--- src/core/ddrio_pkg.sv ---
// Shared constants for the per-pin DDR I/O register tile.
package ddrio_pkg;
    localparam int unsigned CLK_PERIOD_NS   = 50;
    localparam int unsigned DDR_MAX_MHZ     = 350;
    localparam int unsigned PAIR_W          = 2;
    localparam int unsigned DELAY_SEL_W     = 3;
    localparam int unsigned DELAY_TAPS      = 8;
    localparam logic [2:0]  DELAY_MIN_SEL   = 3'h0;
    localparam logic [2:0]  DELAY_MAX_SEL   = 3'h7;
    localparam logic        CLEAR_VALUE     = 1'h0;
    localparam logic        OE_N_RESET      = 1'h1;
    localparam logic [1:0]  PAIR_RESET      = 2'h0;
    localparam int unsigned PAIR_FALL_BIT   = 1;
    localparam int unsigned PAIR_RISE_BIT   = 0;
endpackage

--- src/core/ddrio_stream_if.sv ---
// Valid/ready carrier for captured input pairs between tile modules.
`timescale 1ns/10ps
`default_nettype none
interface ddrio_stream_if;
    logic                          valid;
    logic                          ready;
    logic [ddrio_pkg::PAIR_W-1:0]  data;
    modport src (output valid, output data, input ready);
    modport snk (input valid, input data, output ready);
endinterface
`default_nettype wire

--- src/core/ddrio_skid.sv ---
// Two-entry buffer with registered outputs between capture and core.
`timescale 1ns/10ps
`default_nettype none
module ddrio_skid (
    input  wire logic                         core_clk_i,
    input  wire logic                         rst_i,
    ddrio_stream_if.snk                       up,
    input  wire logic                         dn_ready_i,
    output logic                              dn_valid_o,
    output logic [ddrio_pkg::PAIR_W-1:0]      dn_data_o
);
    logic                          out_valid_reg;
    logic                          out_valid_next;
    logic [ddrio_pkg::PAIR_W-1:0]  out_data_reg;
    logic [ddrio_pkg::PAIR_W-1:0]  out_data_next;
    logic                          skid_valid_reg;
    logic                          skid_valid_next;
    logic [ddrio_pkg::PAIR_W-1:0]  skid_data_reg;
    logic [ddrio_pkg::PAIR_W-1:0]  skid_data_next;
    logic                          take;
    logic                          pop;

    // A word may enter a full buffer in the cycle that the receiver drains one.
    assign up.ready   = !skid_valid_reg || pop;
    assign dn_valid_o = out_valid_reg;
    assign dn_data_o  = out_data_reg;

    always_comb begin
        pop             = out_valid_reg && dn_ready_i;
        take            = up.valid && (!skid_valid_reg || pop);
        out_valid_next  = out_valid_reg;
        out_data_next   = out_data_reg;
        skid_valid_next = skid_valid_reg;
        skid_data_next  = skid_data_reg;
        if (!out_valid_reg || pop) begin
            if (skid_valid_reg) begin
                out_valid_next  = 1'h1;
                out_data_next   = skid_data_reg;
                skid_valid_next = take;
                skid_data_next  = take ? up.data : skid_data_reg;
            end else begin
                out_valid_next = take;
                out_data_next  = take ? up.data : out_data_reg;
            end
        end else if (take) begin
            skid_valid_next = 1'h1;
            skid_data_next  = up.data;
        end
    end

    always_ff @(posedge core_clk_i or posedge rst_i) begin
        if (rst_i) begin
            out_valid_reg  <= ddrio_pkg::CLEAR_VALUE;
            out_data_reg   <= ddrio_pkg::PAIR_RESET;
            skid_valid_reg <= ddrio_pkg::CLEAR_VALUE;
            skid_data_reg  <= ddrio_pkg::PAIR_RESET;
        end else begin
            out_valid_reg  <= out_valid_next;
            out_data_reg   <= out_data_next;
            skid_valid_reg <= skid_valid_next;
            skid_data_reg  <= skid_data_next;
        end
    end
endmodule
`default_nettype wire

--- src/core/ddrio_tile.sv ---
// Per-pin I/O register tile with single- and double-rate input and output.
`timescale 1ns/10ps
`default_nettype none
module ddrio_tile (
    input  wire logic                         core_clk_i,
    input  wire logic                         reset_i,
    input  wire logic                         shared_clear_preset_i,
    input  wire logic                         ddr_mode_i,
    input  wire logic                         delay_bypass_i,
    input  wire logic [2:0]                   delay_sel_i,
    input  wire logic                         pad_in_i,
    output logic                              pad_out_o,
    output logic                              pad_oe_n_o,
    input  wire logic                         core_out_rise_i,
    input  wire logic                         core_out_fall_i,
    input  wire logic                         core_oe_i,
    input  wire logic                         core_in_ready_i,
    output logic                              core_in_valid_o,
    output logic [ddrio_pkg::PAIR_W-1:0]      core_in_data_o,
    output logic                              in_overrun_o
);
    logic                          rst;
    logic                          cap_rise_reg;
    logic                          cap_rise_next;
    logic                          cap_fall_reg;
    logic                          cap_fall_next;
    logic                          cap_retime_reg;
    logic                          cap_retime_next;
    logic [ddrio_pkg::PAIR_W-1:0]  tap_reg [ddrio_pkg::DELAY_TAPS];
    logic [ddrio_pkg::PAIR_W-1:0]  tap_next [ddrio_pkg::DELAY_TAPS];
    logic [ddrio_pkg::PAIR_W-1:0]  pair_now;
    logic                          out_rise_reg;
    logic                          out_rise_next;
    logic                          out_fall_reg;
    logic                          out_fall_next;
    logic                          oe_n_reg;
    logic                          oe_n_next;
    logic                          overrun_reg;
    logic                          overrun_next;
    logic                          started_reg;
    logic                          started_next;

    ddrio_stream_if cap_if ();

    // Any clear source acts on every register except the falling-edge one.
    assign rst = reset_i | shared_clear_preset_i;

    always_comb begin
        cap_rise_next   = pad_in_i;
        cap_fall_next   = pad_in_i;
        cap_retime_next = cap_fall_reg;
    end

    always_ff @(posedge core_clk_i or posedge rst) begin
        if (rst) begin
            cap_rise_reg   <= ddrio_pkg::CLEAR_VALUE;
            cap_retime_reg <= ddrio_pkg::CLEAR_VALUE;
        end else begin
            cap_rise_reg   <= cap_rise_next;
            cap_retime_reg <= cap_retime_next;
        end
    end

    // The second input register has no clear so it keeps capturing.
    always_ff @(negedge core_clk_i) begin
        cap_fall_reg <= cap_fall_next;
    end

    // Single rate reports the rising sample in both pair bits.
    always_comb begin
        pair_now = '0;
        pair_now[ddrio_pkg::PAIR_RISE_BIT] = cap_rise_reg;
        pair_now[ddrio_pkg::PAIR_FALL_BIT] = ddr_mode_i ? cap_retime_reg : cap_rise_reg;
        tap_next[0] = pair_now;
        for (int i = 1; i < ddrio_pkg::DELAY_TAPS; i++) begin
            tap_next[i] = tap_reg[i-1];
        end
    end

    always_ff @(posedge core_clk_i or posedge rst) begin
        if (rst) begin
            for (int i = 0; i < ddrio_pkg::DELAY_TAPS; i++) begin
                tap_reg[i] <= ddrio_pkg::PAIR_RESET;
            end
        end else begin
            for (int i = 0; i < ddrio_pkg::DELAY_TAPS; i++) begin
                tap_reg[i] <= tap_next[i];
            end
        end
    end

    // Setting 0 is the shortest tap and setting 7 the longest.
    assign cap_if.data  = delay_bypass_i ? pair_now : tap_reg[delay_sel_i];
    assign cap_if.valid = started_reg;

    ddrio_skid u_skid (
        .core_clk_i (core_clk_i),
        .rst_i      (rst),
        .up         (cap_if),
        .dn_ready_i (core_in_ready_i),
        .dn_valid_o (core_in_valid_o),
        .dn_data_o  (core_in_data_o)
    );

    always_comb begin
        out_rise_next = core_out_rise_i;
        out_fall_next = ddr_mode_i ? core_out_fall_i : core_out_rise_i;
        oe_n_next     = !core_oe_i;
        started_next  = 1'h1;
        overrun_next  = overrun_reg | (cap_if.valid & !cap_if.ready);
    end

    always_ff @(posedge core_clk_i or posedge rst) begin
        if (rst) begin
            out_rise_reg <= ddrio_pkg::CLEAR_VALUE;
            out_fall_reg <= ddrio_pkg::CLEAR_VALUE;
            oe_n_reg     <= ddrio_pkg::OE_N_RESET;
            overrun_reg  <= ddrio_pkg::CLEAR_VALUE;
            started_reg  <= ddrio_pkg::CLEAR_VALUE;
        end else begin
            out_rise_reg <= out_rise_next;
            out_fall_reg <= out_fall_next;
            oe_n_reg     <= oe_n_next;
            overrun_reg  <= overrun_next;
            started_reg  <= started_next;
        end
    end

    // High phase drives the first bit, low phase the second at double rate and the first at single rate; rated to 350 MHz.
    assign pad_out_o    = core_clk_i ? out_rise_reg : out_fall_reg;
    assign pad_oe_n_o   = oe_n_reg;
    assign in_overrun_o = overrun_reg;
endmodule
`default_nettype wire

--- config.mk ---
export PLATFORM = sky130hd
export DESIGN_NAME = ddrio_tile
export DESIGN_NICKNAME = d
export VERILOG_FILES = /design/src/core/ddrio_pkg.sv /design/src/core/ddrio_stream_if.sv /design/src/core/ddrio_skid.sv /design/src/core/ddrio_tile.sv
export SDC_FILE = /design/constraint.sdc
export NUM_CORES = 1
export LEC_CHECK = 0
export BUFFER_PORTS_ARGS = -buffer_cell sky130_fd_sc_hd__buf_4
export CORE_AREA = 2 2 51 57
export CTS_CLUSTER_SIZE = 10
export DETAILED_ROUTE_END_ITERATION = 12
export DIE_AREA = 0 0 53 59
export PLACE_DENSITY = 0.66
export RECOVER_POWER = 25
export SYNTH_ARGS = -nofsm -noshare
export SYNTH_HDL_FRONTEND = slang
export SYNTH_SLANG_ARGS = --single-unit
--- constraint.sdc ---
create_clock -name core_clk_i -period 2.1 [get_ports core_clk_i]
set_clock_uncertainty 0.15 [all_clocks]
set_input_delay 0.21 -clock core_clk_i [delete_from_list [all_inputs] [get_ports core_clk_i]]
set_output_delay 0.21 -clock core_clk_i [all_outputs]
set_load 0.02 [all_outputs]
## Word-level counts from Yosys, hierarchy flattened

Index checks and enable logic that the tools add are counted.

| cells by class | value |
|---|---|
| reduce and logical (&&, ||, !) cells | 11 |
| order comparisons | 1 |
| multiplexer cells | 16 |
| eq/ne operators | 1 |
| bitwise gates (word level) | 4 |

Operator list:

| kind | number |
|---|---|
| 2-bit 2-to-1 mux | 8 |
| 1-bit 2-to-1 mux | 7 |
| 2-bit binary-select mux with 3-bit select | 1 |
| 4-bit >= comparator (second input constant) | 1 |
| 1-bit logical NOT | 4 |
| 3-bit inverter with 4-bit output | 1 |
| 2-bit nonzero test | 2 |
| 1-bit logical AND | 2 |
| 1-bit logical OR | 2 |
| 2-bit by 1-bit != test with 1-bit output (second input constant) | 1 |
| 1-bit OR | 2 |
| 2-bit AND reduction | 1 |
| 1-bit bitwise AND | 1 |

| storage, ports and cells | value |
|---|---|
| flip-flop bits (word level) | 30 |
| input bits | 13 |
| output and inout bits | 6 |
| logic and storage cells | 53 |

## Logic depth before layout (Yosys ltp)

Gate-level depths: netlist (run 1).

| depth | value |
|---|---|
| depth in word-level cells | 8 |
| mapped depth | 5 |
| depth with buffers taken out | 4 |

## Hierarchy

From an unflattened synthesis (run 1), not the netlist that was laid out.

| second synthesis, totals | value |
|---|---|
| cells, all modules | 79 |
| area total of the unflattened synthesis | 1132.3 um^2 |

By module, submodules not included:

| module | area an instance (um^2) | cells each | instances | seq. area each (um^2) |
|---|---|---|---|---|
| ddrio_tile | 814.5 | 49 | 1 | 596.8 |
| ddrio_skid | 317.8 | 30 | 1 | 150.1 |

==> metrics.txt, run 1 <==
register area ~750 µm²; die footprint about 0.0031 mm²; Hold Fails Final Rpt 0; sequential share of power between 50% and 60%; Max-Cap Viols 0; unrepaired setup endpoints after global routing false; Worst Path Buf+Inv 3; Post-Syn Instances 75; largest net degree at the start of global routing 30; CP arrival roughly 1.7 ns; Critical Path Start Type clock port; Setup-failing EPs final 0; # fillers between 200 and 250; Post-Route WL 1.85 mm; area post-placement 0.00127 mm²; most instantiated cells after synthesis 28 x dfrtp_1, 8 x mux2i_1, 6 x nand2_1; sequential share of the synthesized area around two thirds; Post-synth ARST share a little over nine tenths; Final Util 57.7%; Clock power frac approximately 36%; combinational power share a little over an eighth; P&R area growth vs syn 30.9%; Pleak slightly above 0.7 nW; total gr overflow 0; post-route antenna net violation count 0; Synth Register Bits 30; chip height around 59 µm; Yosys top cell area share approximately 64%; vias per cell around 4.9; Clk pin slew, worst setup/hold paths 0.08 ns; critical path fanouts, max 2; n_diodes 0; Switching Fraction between 20% and 30%; share of cells above drive strength 1 35.7%; max incr delay on CP 0.26 ns; Post-synth EDFFs 0; Slew Limit Fails 0; antenna violations before repair 0; CTS tree yes; Port Buffers 18; NetSw 0.000346 W; Top Ports 19; critical path class clk -> out; DP HPWL about 1.1 mm; # DRC 0; Syn Area/Cell around 15 µm²; Cell variety after synth 24; Synth Cell Area about 0.0011 mm²; syn nets 88; vias in the first global route 776; ys flop type dfrtp_1; gp weighted congestion 0.712; DIE WIDTH ~53 µm; CTS-repair resized insts 0; nets@finish between 100 and 150; first-pass GRT wire length roughly 3.3 mm; worst hold path type in -> reg; pwr dens 929 mW/mm²; Critical Path Slowest Stage Cell mux2_2; core region area approximately 0.0025 mm²; Worst path top cell family by delay buffers and inverters; Internal between 0.0009 and 0.001 W; status finished clean; Multi-input gate area between 300 and 400 µm²; design area 0.00144 mm²; post-DR wirelength/cell ~13 µm; CP Capture Type output port; drt initial violations 4; starting density of the core 44.1%; most used cell, CP clkbuf_4; cell taking the most area after synthesis dfrtp_1; crit-path cells clkbuf_4 -> clkbuf_4 -> mux2_2 -> buf_4; setup bufs post-CTS 0; max reg flops 14; count leader, synth dfrtp_1; drt pass-1 iters 2; Peak VDD IR roughly 0.00066 V; CP required between 1.5 and 2 ns; vias 697; Final Power roughly 0.0013 W; Synth Warn # 0; clock latency on the worst-skew pair 0.49 ns; GRT Total Usage between 15 and 20%; Synth area leaders dfrtp_1 64%, mux2i_1 7.3%, mux2_2 5.1%; num rows 19; Setup TNS 0 ns
## through the flow
| step | setup WS [ns] | instances | hold WS, ns |
|---|---|---|---|
| floorplan | 0.172 | 75 | 0.0862 |
| global placement | 0.296 | 123 | 0.171 |
| detailed placement | 0.296 | 123 | 0.173 |
| CTS | 0.0244 | 143 | 0.0196 |
| global route | 0.0145 | 143 | 0.0476 |
| finish | 0.0375 | 143 | 0.0270 |
## logic make-up after synthesis
kind of cell	after synthesis	synth area share [%]
AO/OA/AOI/OAI	7	4.78
XOR/XNOR	1	0.797
adder cells (fa/ha/maj)	1	0.910
buffers and inverters	6	2.84
flip-flops	30	67.9
multiplexers	15	16.5
other	1	0.341
AND/OR/NAND/NOR	14	5.92
## path summary, 6_finish.rpt
check	start	endpoint	slack, ns	cells after the start
min in group asynchronous	shared_clear_preset_i	out_fall_reg	0.27	4
hold reg to reg	tap_next[1]	tap_reg[1]	0.23	0
hold / removal	delay_bypass_i	u_skid.skid_data_reg[1]	0.03	4
setup / recovery	core_clk_i	pad_out_o	0.04	4
max in group asynchronous	reset_i	pad_oe_n_o	0.69	5
setup reg to reg	cap_fall_reg	cap_retime_reg	0.46	0
## cell usage in the layout, fill, tap and decap left out, drive strengths merged, types with 2 or more instances in the layout
cell type,instances
inv,4
mux4,2
buf,18
nor2,2
clkbuf,11
a41o,2
mux2,5
o21ai,4
nand2,6
dlygate4sd3,9
dfrtp,28
nand3,2
mux2i,8
## power groups by stage
stage          clock [W]  combinational (W)  sequential [W]
2_1_floorplan  0.0000384          0.0000962        0.000687
3_3_place_gp   0.0000537           0.000168        0.000678
3_5_place_dp   0.0000537           0.000171        0.000679
4_1_cts         0.000502           0.000185        0.000669
5_1_grt         0.000527           0.000201        0.000678
6_report        0.000486           0.000182        0.000670
## cell type report
class / instances / share of cell area, %
timing repair buffer: 27 / 15.6
clock inverter: 2 / 0.608
sequential: 30 / 51.9
clock buffer: 11 / 5.91
multi-input combinational: 39 / 22.5
inverter: 3 / 0.782
tap: 31 / 2.69
## repair_timing
action | 4_1_cts | 5_1_grt
hold buffers | 9 | 0
endpoints found under the setup margin | 0 | 0
endpoints found under the hold margin | 34 | 0
## per-layer routing
layer	part of all wire [%]	GRT usage, %	wire [µm]
met3	4.5	8.84	83
met5	0	0	0
met4	2.1	9.52	38
met1	41	17.5	763
met2	52	23.6	963
Note: power is estimated with default switching activity, not from simulation.
==> inputs of run 2 (changes only) <==
--- a/config.mk
+++ b/config.mk
@@ -6,7 +6,9 @@
 export NUM_CORES = 1
 export LEC_CHECK = 0
 export BUFFER_PORTS_ARGS = -buffer_cell sky130_fd_sc_hd__buf_4
+export CAP_MARGIN = 20
 export CORE_AREA = 2 2 51 57
+export CTS_BUF_LIST = sky130_fd_sc_hd__clkbuf_16
 export CTS_CLUSTER_SIZE = 10
 export DETAILED_ROUTE_END_ITERATION = 12
 export DIE_AREA = 0 0 53 59
==> metrics.txt, run 2 (synthesis results as in run 1) <==
Peak VDD IR between 0.0008 and 0.0009 V; Slew Limit Fails 0; Top Ports 19; Setup-failing EPs final 0; max reg flops 14; critical path class clk -> out; CP Capture Type output port; chip height approximately 59 µm; Clk pin slew, worst setup/hold paths around 0.05 ns; die footprint about 0.0031 mm²; reg2reg setup slack between 0.4 and 0.5 ns; # DRC 0; Max-Cap Viols 0; drt initial violations 22; GRT Total Usage 17.0%; CP arrival about 1.7 ns; Pleak 0.768 nW; vias 695; Post-Route WL roughly 2 mm; Hold Fails Final Rpt 0; num rows 19; DIE WIDTH ~53 µm; worst r2r src cap_fall_reg; crit-path cells clkbuf_16 -> clkbuf_16 -> mux2_2 -> buf_6; post-DR wirelength/cell ~14 µm; vias per cell 4.89; critical path fanouts, max 2; largest net degree at the start of global routing 30; core region area between 0.002 and 0.0025 mm²; unrepaired setup endpoints after global routing false; worst r2r dst cap_retime_reg; first-pass GRT wire length between 3 and 4 mm; DP HPWL 1.14 mm; Critical Path Slowest Stage Cell mux2_2; Critical Path Start Type clock port; status finished clean; Setup TNS 0 ns; n_diodes 0; nets@finish 123; CTS tree yes; Min-Delay Endpoint in_overrun_o; most frequent cells in the layout 28 x dfrtp_1, 17 x buf_4, 8 x mux2i_1, 8 x clkbuf_16, 8 x dlygate4sd3_1; total gr overflow 0; worst hold start core_in_ready_i; gp weighted congestion just over 0.7; most used cell, CP clkbuf_16; starting density of the core 44.1%; drt pass-1 iters 3; vias in the first global route ~760; post-route antenna net violation count 0; clock latency on the worst-skew pair 0.47 ns; share of cells above drive strength 1 between 30% and 40%; worst hold path type in -> reg; pwr dens roughly 1200 mW/mm²; max incr delay on CP ~0.28 ns; CP required ~1.7 ns; hold depth 3; most common library cell in the layout ignoring fill and taps dfrtp_1; antenna violations before repair 0; Port Buffers 18; setup bufs post-CTS 0; P&R area growth vs syn 42.2%; placed cells between 100 and 150; Worst Reg-to-Reg Cells 0; fin cells 142
## run 2: cell types whose count changed in the layout (fill, tap and decap cells not counted)
cell	previous run	this run
clkbuf_16	0	8
clkbuf_4	9	1
buf_4	18	17
buf_6	0	1
clkbuf_1	1	0
clkbuf_8	1	0
clkinv_1	0	1
dlygate4sd3_1	9	8
inv_1	4	5
## run 2: per-stage QoR
step	util, %	total power, W	hold slack (ns)	instance area (µm²)	setup slack (ns)
after floorplan	-	0.000822	0.0862	1100	0.172
after global placement	50.8	0.000899	0.171	1270	0.296
after detailed placement	50.8	0.000904	0.173	1270	0.296
after CTS	62.5	0.00186	0.0290	1560	0.0123
after global routing	62.7	0.00192	0.0525	1560	0.0108
final	62.7	0.00185	0.0357	1560	0.0275
## run 2: worst max-delay path: cells and delay by family
| kind | cells | cell delay [ns] |
|---|---|---|
| mux | 1 | 0.28 |
| buf+inv | 3 | 0.39 |
## run 2: worst max-delay path by stage
stage                                startpoint           end  depth (start not counted)
after global routing                 core_clk_i     pad_out_o                          4
final                                core_clk_i     pad_out_o                          4
after detailed placement             core_clk_i     pad_out_o                          2
after floorplan           shared_clear_preset_i  cap_if.valid                          1
after CTS                            core_clk_i     pad_out_o                          4
after global placement               core_clk_i     pad_out_o                          2
## run 2: layout make-up
| type | count | area [µm²] |
|---|---|---|
| flip-flops and latches | 30 | 747 |
| multi-input cells | 39 | 324 |
| clock buffers | 9 | 211 |
| well taps | 31 | 38.8 |
| repair buffers | 26 | 215 |
| inverters | 3 | 11.3 |
| fillers | 200 | 932 |
| clock inverters | 4 | 16.3 |
## run 2: repair_timing
action	CTS	global route
endpoints found under the setup margin	0	1
hold buffers	8	0
gates resized for setup	0	1
hold endpoints to repair	33	0
## run 2: power by group
part,internal (W),switching [W]
Sequential,0.000638,0.0000342
Clock,0.000705,0.000289
Combinational,0.0000999,0.0000820
## run 2: routing by layer
metal	up-vias	GRT usage, %	routed length (µm)	part of all wire (%)
met2	17	23.2	991	50
met1	343	18.9	813	41
met4	0	13.9	63	3.2
li1	328	-	-	-
met5	-	0	0	0
met3	7	9.85	120	6.0
